**config.mk**
```make
export PLATFORM = sky130hd
export DESIGN_NAME = pmc_clock_switch
export DESIGN_NICKNAME = d
export VERILOG_FILES = /design/src/hdl/pmc_pkg.sv /design/src/hdl/pmc_clock_switch.sv
export VERILOG_INCLUDE_DIRS = /design/src /design/src/hdl
export SDC_FILE = /design/constraint.sdc
export NUM_CORES = 1
export LEC_CHECK = 0
export BUFFER_PORTS_ARGS = -buffer_cell sky130_fd_sc_hd__buf_4
export CORE_MARGIN = 2
export CORE_UTILIZATION = 45
export CTS_CLUSTER_SIZE = 28
export DETAILED_ROUTE_END_ITERATION = 12
export HOLD_SLACK_MARGIN = 0.12
export PLACE_DENSITY_LB_ADDON = 0.3
export SYNTH_ARGS = -nofsm -noshare
export SYNTH_HDL_FRONTEND = slang
export SYNTH_SLANG_ARGS = --single-unit
```
**constraint.sdc**
```tcl
create_clock -name clk -period 2.1 [get_ports clk]
set_clock_uncertainty 0.15 [all_clocks]
set_input_delay 0.21 -clock clk [delete_from_list [all_inputs] [get_ports clk]]
set_output_delay 0.21 -clock clk [all_outputs]
set_load 0.03 [all_outputs]
```
**src/hdl/pmc_defs.svh**
```systemverilog
// Offsets, field positions, reset values and timing counts of the power mode clock switch.
// Assumes a 50 MHz system clock and 32-bit APB data.
`ifndef PMC_DEFS_SVH
`define PMC_DEFS_SVH
`define PMC_ADDR_CTRL 12'h000
`define PMC_ADDR_STAT 12'h004
`define PMC_CTRL_RST 7'h00
`define PMC_CTRL_W 7
`define PMC_F_SCS_LO 0
`define PMC_F_SCS_HI 1
`define PMC_F_SECFORCE 2
`define PMC_F_IDLESEL 3
`define PMC_F_TWOSPEED 4
`define PMC_F_FSCM 5
`define PMC_F_WDTSEL 6
`define PMC_F_PRIACT 0
`define PMC_F_INTSTB 1
`define PMC_F_SECRUN 2
`define PMC_F_CPURUN 3
`define PMC_F_SWITCH 4
`define PMC_F_ASLEEP 5
`define PMC_CLK_NS 20
`define PMC_CPU_START_NS 1000
`define PMC_CPU_START_CYC ((`PMC_CPU_START_NS + `PMC_CLK_NS - 1) / `PMC_CLK_NS)
`define PMC_OLD_TICKS 2
`define PMC_NEW_TICKS 3
`endif

```
**src/hdl/pmc_pkg.sv**
```systemverilog
// Types shared by the power mode clock switch.
// Assumes nothing beyond the defs header.
package pmc_pkg;
  typedef enum logic [1:0] {SRC_PRI, SRC_SEC, SRC_INT} pmc_src_t;
  typedef enum logic [2:0] {ST_RUN, ST_SW_OLD, ST_SW_NEW, ST_SLEEP, ST_WAKE, ST_IDLE, ST_IDLE_DLY} pmc_state_t;
endpackage : pmc_pkg

```
**src/hdl/pmc_clock_switch.sv**
```systemverilog
// Power mode controller and glitch-free device clock switch, with an APB register port.
// Assumes oscillator ready levels arrive asynchronously; ticks, sleep and wake come from logic on clk.
`include "pmc_defs.svh"
module pmc_clock_switch #(
  parameter int CPU_START_CYC = `PMC_CPU_START_CYC
) (
  input wire logic clk, // System clock
  input wire logic rst_n, // Synchronous reset, active low
  input wire logic psel, // APB select
  input wire logic penable, // APB enable
  input wire logic pwrite, // APB write
  input wire logic [11:0] paddr, // APB byte address
  input wire logic [31:0] pwdata, // APB write data
  output logic [31:0] prdata, // APB read data
  output logic pready, // APB ready
  output logic pslverr, // APB error on unmapped address
  input wire logic priReady, // Primary oscillator ready, async
  input wire logic secReady, // Secondary oscillator ready, async
  input wire logic intReady, // Internal block ready, async
  input wire logic priTick, // One pulse per primary clock cycle
  input wire logic secTick, // One pulse per secondary clock cycle
  input wire logic intTick, // One pulse per internal clock cycle
  input wire logic sleepExec, // Sleep instruction executed, pulse
  input wire logic wakeIrq, // Interrupt wake, pulse or level
  input wire logic wdtTimeout, // Watchdog timeout, pulse
  output pmc_pkg::pmc_src_t srcSel, // Device clock mux select
  output logic srcGate, // Device clock gate enable
  output logic cpuClkEn, // CPU clock enable
  output logic periphClkEn, // Peripheral clock enable
  output logic priOscEn, // Primary oscillator enable
  output logic secOscEn, // Secondary oscillator enable
  output logic intOscEn, // Internal block enable
  output logic lfOscEn, // Low-frequency internal oscillator enable
  output logic primaryActive, // Primary is driving the clocks
  output logic intStable, // Internal block is driving the clocks
  output logic secRunning // Secondary is driving the clocks
);
  pmc_pkg::pmc_state_t state_q;
  pmc_pkg::pmc_src_t curSrc_q;
  pmc_pkg::pmc_src_t swTgt_q;
  pmc_pkg::pmc_src_t tgtSrc;
  logic [`PMC_CTRL_W-1:0] ctrl_q;
  logic [2:0] rdyMeta_q;
  logic [2:0] rdySync_q;
  logic [2:0] flags_q;
  logic [1:0] tickCnt_q;
  logic [15:0] dlyCnt_q;
  logic [2:0] priEn_q;
  logic secKeep_q;
  logic [1:0] clock_source_select;
  logic idleSel;
  logic secForce;
  logic fastWake;
  logic wake;
  logic tgtReady;
  logic oldTick;
  logic newTick;
  logic apbAcc;
  logic addrOk;

  function automatic pmc_pkg::pmc_src_t decodeSrc(input logic [1:0] sel);
    unique case (sel)
      2'h0: decodeSrc = pmc_pkg::SRC_PRI;
      2'h1: decodeSrc = pmc_pkg::SRC_SEC;
      default: decodeSrc = pmc_pkg::SRC_INT;
    endcase
  endfunction : decodeSrc

  function automatic logic pickBit(input pmc_pkg::pmc_src_t s, input logic [2:0] v);
    unique case (s)
      pmc_pkg::SRC_PRI: pickBit = v[0];
      pmc_pkg::SRC_SEC: pickBit = v[1];
      default: pickBit = v[2];
    endcase
  endfunction : pickBit

  function automatic logic [2:0] flagsOf(input pmc_pkg::pmc_src_t s);
    flagsOf = 3'h0;
    flagsOf[`PMC_F_PRIACT] = (s == pmc_pkg::SRC_PRI);
    flagsOf[`PMC_F_INTSTB] = (s == pmc_pkg::SRC_INT);
    flagsOf[`PMC_F_SECRUN] = (s == pmc_pkg::SRC_SEC);
  endfunction : flagsOf

  assign clock_source_select = ctrl_q[`PMC_F_SCS_HI:`PMC_F_SCS_LO];
  assign idleSel = ctrl_q[`PMC_F_IDLESEL];
  assign secForce = ctrl_q[`PMC_F_SECFORCE];
  assign fastWake = ctrl_q[`PMC_F_TWOSPEED] | ctrl_q[`PMC_F_FSCM];
  assign tgtSrc = decodeSrc(clock_source_select);
  assign wake = wakeIrq | wdtTimeout;
  assign tgtReady = pickBit(tgtSrc, rdySync_q);
  assign oldTick = pickBit(curSrc_q, {intTick, secTick, priTick});
  assign newTick = pickBit(swTgt_q, {intTick, secTick, priTick});
  assign apbAcc = psel & penable;
  assign addrOk = (paddr == `PMC_ADDR_CTRL) | (paddr == `PMC_ADDR_STAT);

  // Ready levels cross in from the oscillators
  always_ff @(posedge clk) begin
    if (!rst_n) begin
      rdyMeta_q <= 3'h0;
      rdySync_q <= 3'h0;
    end else begin
      rdyMeta_q <= {intReady, secReady, priReady};
      rdySync_q <= rdyMeta_q;
    end
  end

  always_ff @(posedge clk) begin
    if (!rst_n) begin
      ctrl_q <= `PMC_CTRL_RST;
    end else if (apbAcc && pwrite && paddr == `PMC_ADDR_CTRL) begin
      ctrl_q <= pwdata[`PMC_CTRL_W-1:0];
    end
  end

  assign pready = 1'b1;
  assign pslverr = apbAcc & ~addrOk;

  always_ff @(posedge clk) begin
    if (!rst_n) begin
      prdata <= 32'h0000_0000;
    end else if (psel && !penable && !pwrite) begin
      prdata <= 32'h0000_0000;
      if (paddr == `PMC_ADDR_CTRL) begin
        prdata[`PMC_CTRL_W-1:0] <= ctrl_q;
      end else if (paddr == `PMC_ADDR_STAT) begin
        prdata[2:0] <= flags_q;
        prdata[`PMC_F_CPURUN] <= cpuClkEn;
        prdata[`PMC_F_SWITCH] <= (state_q == pmc_pkg::ST_SW_OLD) | (state_q == pmc_pkg::ST_SW_NEW);
        prdata[`PMC_F_ASLEEP] <= (state_q == pmc_pkg::ST_SLEEP) | (state_q == pmc_pkg::ST_WAKE);
      end
    end
  end

  // Mode sequencer; reset lands in the wake state with the primary selected, waiting for the primary to become ready
  always_ff @(posedge clk) begin
    if (!rst_n) begin
      state_q <= pmc_pkg::ST_WAKE;
      curSrc_q <= pmc_pkg::SRC_PRI;
      swTgt_q <= pmc_pkg::SRC_PRI;
      tickCnt_q <= 2'h0;
      dlyCnt_q <= 16'h0000;
    end else begin
      unique case (state_q)
        pmc_pkg::ST_RUN, pmc_pkg::ST_SW_OLD: begin
          if (sleepExec) begin
            state_q <= idleSel ? pmc_pkg::ST_IDLE : pmc_pkg::ST_SLEEP;
          end else if (state_q == pmc_pkg::ST_RUN) begin
            if (tgtSrc != curSrc_q && tgtReady) begin
              state_q <= pmc_pkg::ST_SW_OLD;
              swTgt_q <= tgtSrc;
              tickCnt_q <= 2'h0;
            end
          end else if (!pickBit(swTgt_q, rdySync_q)) begin
            state_q <= pmc_pkg::ST_RUN;
          end else if (oldTick) begin
            if (tickCnt_q == 2'(`PMC_OLD_TICKS - 1)) begin
              state_q <= pmc_pkg::ST_SW_NEW;
              tickCnt_q <= 2'h0;
            end else begin
              tickCnt_q <= tickCnt_q + 2'h1;
            end
          end
        end
        pmc_pkg::ST_SW_NEW: begin
          if (newTick) begin
            if (tickCnt_q == 2'(`PMC_NEW_TICKS - 1)) begin
              state_q <= pmc_pkg::ST_RUN;
              curSrc_q <= swTgt_q;
              tickCnt_q <= 2'h0;
            end else begin
              tickCnt_q <= tickCnt_q + 2'h1;
            end
          end
        end
        pmc_pkg::ST_SLEEP: begin
          if (wake) begin
            state_q <= pmc_pkg::ST_WAKE;
          end
        end
        pmc_pkg::ST_WAKE: begin
          if (tgtReady) begin
            state_q <= pmc_pkg::ST_RUN;
            curSrc_q <= tgtSrc;
          end else if (fastWake && rdySync_q[2]) begin
            state_q <= pmc_pkg::ST_RUN;
            curSrc_q <= pmc_pkg::SRC_INT;
          end
        end
        pmc_pkg::ST_IDLE: begin
          if (wake) begin
            state_q <= pmc_pkg::ST_IDLE_DLY;
            dlyCnt_q <= 16'(CPU_START_CYC);
          end
        end
        pmc_pkg::ST_IDLE_DLY: begin
          if (dlyCnt_q <= 16'h0001) begin
            state_q <= pmc_pkg::ST_RUN;
          end else begin
            dlyCnt_q <= dlyCnt_q - 16'h0001;
          end
        end
        default: begin
          state_q <= pmc_pkg::ST_WAKE;
        end
      endcase
    end
  end

  // Clock-source flags
  // idle leaves flags
  always_ff @(posedge clk) begin
    if (!rst_n) begin
      flags_q <= 3'h0;
    end else if (state_q != pmc_pkg::ST_IDLE && (state_q == pmc_pkg::ST_RUN || state_q == pmc_pkg::ST_SW_OLD)
                 && sleepExec && !idleSel) begin
      flags_q <= 3'h0;
    end else if (state_q == pmc_pkg::ST_SW_NEW && newTick && tickCnt_q == 2'(`PMC_NEW_TICKS - 1)) begin
      flags_q <= flagsOf(swTgt_q);
    end else if (state_q == pmc_pkg::ST_WAKE) begin
      if (tgtReady) begin
        flags_q <= flagsOf(tgtSrc);
      end else if (fastWake && rdySync_q[2]) begin
        flags_q <= flagsOf(pmc_pkg::SRC_INT);
      end
    end
  end

  assign primaryActive = flags_q[`PMC_F_PRIACT];
  assign intStable = flags_q[`PMC_F_INTSTB];
  assign secRunning = flags_q[`PMC_F_SECRUN];

  assign srcSel = (state_q == pmc_pkg::ST_SW_NEW) ? swTgt_q : curSrc_q;
  assign srcGate = (state_q == pmc_pkg::ST_RUN) | (state_q == pmc_pkg::ST_SW_OLD)
                   | (state_q == pmc_pkg::ST_IDLE) | (state_q == pmc_pkg::ST_IDLE_DLY);
  assign cpuClkEn = (state_q == pmc_pkg::ST_RUN) | (state_q == pmc_pkg::ST_SW_OLD);
  assign periphClkEn = srcGate;

  // secondary stays on
  // Once it has clocked the device the secondary stays on after a switch back; only sleep may stop it
  always_ff @(posedge clk) begin
    if (!rst_n) begin
      secKeep_q <= 1'b0;
    end else if (state_q == pmc_pkg::ST_SLEEP) begin
      secKeep_q <= 1'b0;
    end else if (state_q == pmc_pkg::ST_RUN && curSrc_q == pmc_pkg::SRC_SEC) begin
      secKeep_q <= 1'b1;
    end
  end

  // Oscillator enables; a source is wanted while it drives or is the switch target
  always_ff @(posedge clk) begin
    if (!rst_n) begin
      priEn_q <= 3'h1;
      lfOscEn <= 1'b0;
    end else begin
      lfOscEn <= ctrl_q[`PMC_F_WDTSEL];
      if (state_q == pmc_pkg::ST_SLEEP) begin
        priEn_q <= {1'b0, secForce, 1'b0};
      end else if (state_q == pmc_pkg::ST_WAKE) begin
        priEn_q <= {tgtSrc == pmc_pkg::SRC_INT || fastWake, tgtSrc == pmc_pkg::SRC_SEC || secForce,
                    tgtSrc == pmc_pkg::SRC_PRI};
      end else begin
        priEn_q <= {curSrc_q == pmc_pkg::SRC_INT || tgtSrc == pmc_pkg::SRC_INT,
                    secForce || secKeep_q || curSrc_q == pmc_pkg::SRC_SEC
                    || tgtSrc == pmc_pkg::SRC_SEC,
                    curSrc_q == pmc_pkg::SRC_PRI || tgtSrc == pmc_pkg::SRC_PRI};
      end
    end
  end

  assign priOscEn = priEn_q[0];
  assign secOscEn = priEn_q[1];
  assign intOscEn = priEn_q[2];
endmodule : pmc_clock_switch

```
# Word level (Yosys, flattened, before mapping)
# Index checks and enable logic that the tools add are counted.
# Widths: inputs -> output; s select.
# word_totals
ff_bits	53
out_inout_bits	46
# classes
mux	51
eq_ne	32
bitwise_logic	13
n_lt_le_gt_ge	1
n_addsub	2
n_reduce_logical	43
# op_table
operator	count
$mux 3	19
$mux 16	2
$pmux 16 s2	1
$mux 2	14
$pmux 3 s6	1
$le 16x1->1 const B	1
$sub 16x1->16 const B	1
$eq 12x3->1 const B	1
$logic_and 1x1->1	12
$logic_not 12->1	1
$mux 6	2
$ne 2x2->1 const B	6
$ne 3x3->1 const B	4
$pmux 2 s2	3
$eq 2x1->1 const B	5
$ne 5x5->1 const B	2
$eq 3x3->1 const B	3
$reduce_and 9->1	1
$eq 2x2->1 const B	4
$logic_not 2->1	4
$logic_or 1x1->1	8
$or 1x1->1	8
$pmux 1 s2	4
$reduce_and 4->1	2
other kinds (18)	33

# Longest topological paths before layout
# depth
depth_word	10
depth_mapped	10
mapped_depth_nobuf	8

# Worst setup path before layout
# No wires, ideal clock.
# synth_timing
kind	register to register
startpoint	register state_q[1]
endpoint	register state_q[2]
arrival_time_ps	1855
path_buffers	1
path_stages_with_launch	8
setup_slack_ps	-47
t_required_ps	1808
cell_sequence	dfxtp_1 > buf_2 > nor2_1 > nand3_1 > o32ai_1 > a31oi_2 > a311oi_1 > a41oi_1
# synth_between
elab_chain_len	4
word_cells_on_any_way	21
classes_between	eq/ne (15); mux (3); reduce/logical (3)
# synth_lines
element	line	rtl
start: declaration	pmc_clock_switch.sv:38	pmc_pkg::pmc_state_t state_q;
start signal: assignment	pmc_clock_switch.sv:137	state_q <= pmc_pkg::ST_WAKE;
start signal: assignment	pmc_clock_switch.sv:146	state_q <= idleSel ? pmc_pkg::ST_IDLE : pmc_pkg::ST_SLEEP;
start signal: assignment	pmc_clock_switch.sv:149	state_q <= pmc_pkg::ST_SW_OLD;
$eq 3x1->1 or $logic_not 3->1 (tied branches)	pmc_clock_switch.sv:143, pmc_clock_switch.sv:147	
$reduce_or 2->1 or $mux 3 (tied branches)	pmc_clock_switch.sv:143, pmc_clock_switch.sv:147	
$ne 5x5->1 (no source line), or another cell as far along	n/a	
$reduce_and 9->1 (no source line) or $pmux 3 s6 (tied branches)	n/a	
# Parallel ways exist; a longest one is shown, timed or not.
# A chain may end at the register's enable or synchronous reset.

# Final worst setup path
# layout_timing
startpoint	register dlyCnt_q[8]
endpoint	register dlyCnt_q[1]
# layout_between
elab_chain_len	3
# layout_lines
element	line	rtl
start: declaration	pmc_clock_switch.sv:47	logic [15:0] dlyCnt_q;
start signal: assignment	pmc_clock_switch.sv:192	dlyCnt_q <= 16'(CPU_START_CYC);
start signal: assignment	pmc_clock_switch.sv:199	dlyCnt_q <= dlyCnt_q - 16'h0001;
$le 16x1->1	pmc_clock_switch.sv:196	if (dlyCnt_q <= 16'h0001) begin
$ne 2x2->1 (no source line)	n/a	
$reduce_and 3->1 (no source line)	n/a	
# Every way passes these cells.

==> out/results.ini <==
[placed_design]
gp_congestion = 0.903
place_ws_ns = -0.0530
place_area_mm2 = 0.00351
dp.cells = 493
port_buffers = 52
hpwl_mm = 5.21

[floorplanning]
fp.dieW_um = 85.3
die_height_um = 85.3
initial_core_util = 0.466
boundaryPins = 104
core_area_mm2 = 0.00639
die_area_mm2 = 0.00728
num_rows = 29

[clock_network]
cts_max_level = 2
cts_sinks = 53
clock_latency_ns = 0.30
cts_buffers = 5
cts-root-buf = clkbuf_8
clkTransAtPathRegs_ns = 0.09
clock_path_buffers = 2
cts_tree = done

[pwr]
seqPwrFrac = 0.285
combPwrFrac = 0.593
p_int_mw = 2.62
power_leakage_nw = 1.55
power_frac_clock = 0.122
swShare = 0.432
power_density_mw_per_mm2 = 1200
switchingPower_mw = 1.99
power_mw = 4.61
ir_worst_vdd_v = 0.00106

[timing]
fmax_mhz = 473
setup_viol = 2
slew-limit-headroom = 0.557
hold_ws_ns = 0.215
hold_viol_final = 0
tightest_slew_ns = 0.656
period_share = 1.01
drv_slew = 0
rsz0062_at_grt = true
min_period_ns = 2.11
fin_ws_ns = -0.0142

[min_path]
min_path_type = input pin to flip-flop

[finish]
final-instance-count-excl-fill = 515
diodes = 0
num-nets-final = 497
syn2layout_area_growth_pct = 28.5
drive_above_1_share = 0.283
fillerInstances = 578
final_area_mm2 = 0.00383

[synth]
synth-edff-count = 0
ys_seq_area_frac = 0.356
syn-cell-area_mm2 = 0.00298
postSynthCellCount = 354
synth_common_cells = dfxtp_1 (53), nor2_1 (51), buf_4 (27)
synth_top_area_share = 0.356
avgSynthCellArea_um2 = 8.41
ys.flop_type = dfxtp_1
synthArstFlopShare = 0
synth_warnings = 0
synth.ff_latch_count = 53
netlist_top_cells_area = dfxtp_1 (36%), buf_4 (6.8%), nor2_1 (6.4%)
synth.most_common_cell = dfxtp_1
synth_top_area_cell = dfxtp_1
synth_cell_types = 58

[worst_setup_path]
worstSetupPathType = flip-flop to flip-flop
end_kind = flip-flop
critPathMaxFanout = 5
critPathRequiredTime_ns = 2.14
startpoint_type = flip-flop
critPathArrivalTime_ns = 2.16

[route]
ant_nets = 0
routed_wl_mm = 7.36
wl_per_cell_um = 14.3
first_iter_violations = 172
drc = 0
viasPerCell = 5.33
first_pass_iters = 4
vias = 2745

[global_route]
gr-usage-all-layers = 0.204
overflow = 0
grt_pass1_vias = 2628
grt_max_degree = 20
grt_pass1_wl_mm = 12.1
antenna_found_initial = 0

[outcome]
status = complete, but fails checks
violations = setup timing

[run]
drv_cap = 0

[kinds of logic after synthesis]
group / Yosys count / share of synthesized area
buf+inv: 58 / 0.116
other cells: 2 / 0.00252
compound gates: 69 / 0.161
mux: 22 / 0.0752
simple gates: 132 / 0.234
fa+ha+maj: 2 / 0.00840
flops: 53 / 0.356
xor+xnor: 16 / 0.0471
[what timing repair did]
action,in CTS,in global routing
hold buffers,12,0
gates resized for setup,7,17
buffers inserted,1,0
pin swaps,1,7
endpoints found under the setup margin,11,24
hold endpoints to repair,17,0
cloned,0,1
[power by group through the flow]
stage	Combinational (mW)	Sequential, mW	Clock (mW)
floorplan	1.58	1.33	0
global placement	2.18	1.32	0
detailed placement	2.21	1.32	0
CTS	2.45	1.30	0.585
global route	2.96	1.33	0.619
finish	2.73	1.31	0.564
[worst paths after layout]
path / endpoint / slack, ns / cells past startpoint / startpoint
setup / recovery: dlyCnt_q[1] / -0.01 / 6 / dlyCnt_q[8]
hold / removal: prdata[6] / 0.22 / 5 / paddr[2]
setup reg to reg: dlyCnt_q[1] / -0.01 / 6 / dlyCnt_q[8]
hold reg to reg: rdySync_q[0] / 0.29 / 1 / rdyMeta_q[0]
[worst max-delay path, stage by stage (launching register included)]
cell and delay (ns):
dfxtp_1 0.32, or4_4 0.55, nor3_4 0.23, buf_6 0.15, a211oi_2 0.11, buf_4 0.18, o311a_2 0.32
[through the flow]
step | utilization | setup TNS [ns]
final | 0.599 | -0.0211
after global routing | 0.599 | -0.932
after CTS | 0.587 | -0.0139
after detailed placement | 0.549 | -0.224
after global placement | 0.549 | -0.0293
after floorplan | - | 0
[metal layers]
layer	global-route usage	vias up	wire, um
met3	0.0253	12	308
met1	0.275	1298	3330
met4	0.0736	0	133
met5	0	-	0
li1	-	1359	-
met2	0.335	76	3580
[placed cells by master (no fill, tap or decap), types with 6 or more instances in the layout]
cell and count:
a211oi_1 7, a21oi_1 14, and2_1 10, buf_4 82
conb_1 26, dfxtp_1 50, dlygate4sd3_1 12, inv_1 11
mux2i_1 18, nand2_1 13, nand2b_1 6, nand3_1 9
nor2_1 48, nor2b_1 6, nor3_1 6, o21ai_0 12
xor2_1 13
[final cells by class]
| type | instances | area (um2) | share of cell area |
|---|---|---|---|
| inverter | 11 | 41.3 | 0.0108 |
| tap | 77 | 96.3 | 0.0252 |
| sequential | 53 | 1070 | 0.279 |
| timing repair buffer | 98 | 781 | 0.204 |
| multi-input combinational | 268 | 1760 | 0.459 |
| clock buffer | 7 | 76.3 | 0.0199 |
| clock inverter | 1 | 7.51 | 0.00196 |
[flip-flops by register name, summed over array words and instances, names as in the netlist]
signal	cells
dlyCnt_q	16
ctrl_q	7
prdata	7
flags_q	3
priEn_q	3
rdyMeta_q	3
rdySync_q	3
state_q	3
curSrc_q	2
swTgt_q	2
tickCnt_q	2
lfOscEn	1
secKeep_q	1
Power figures use the tool's default switching activity.
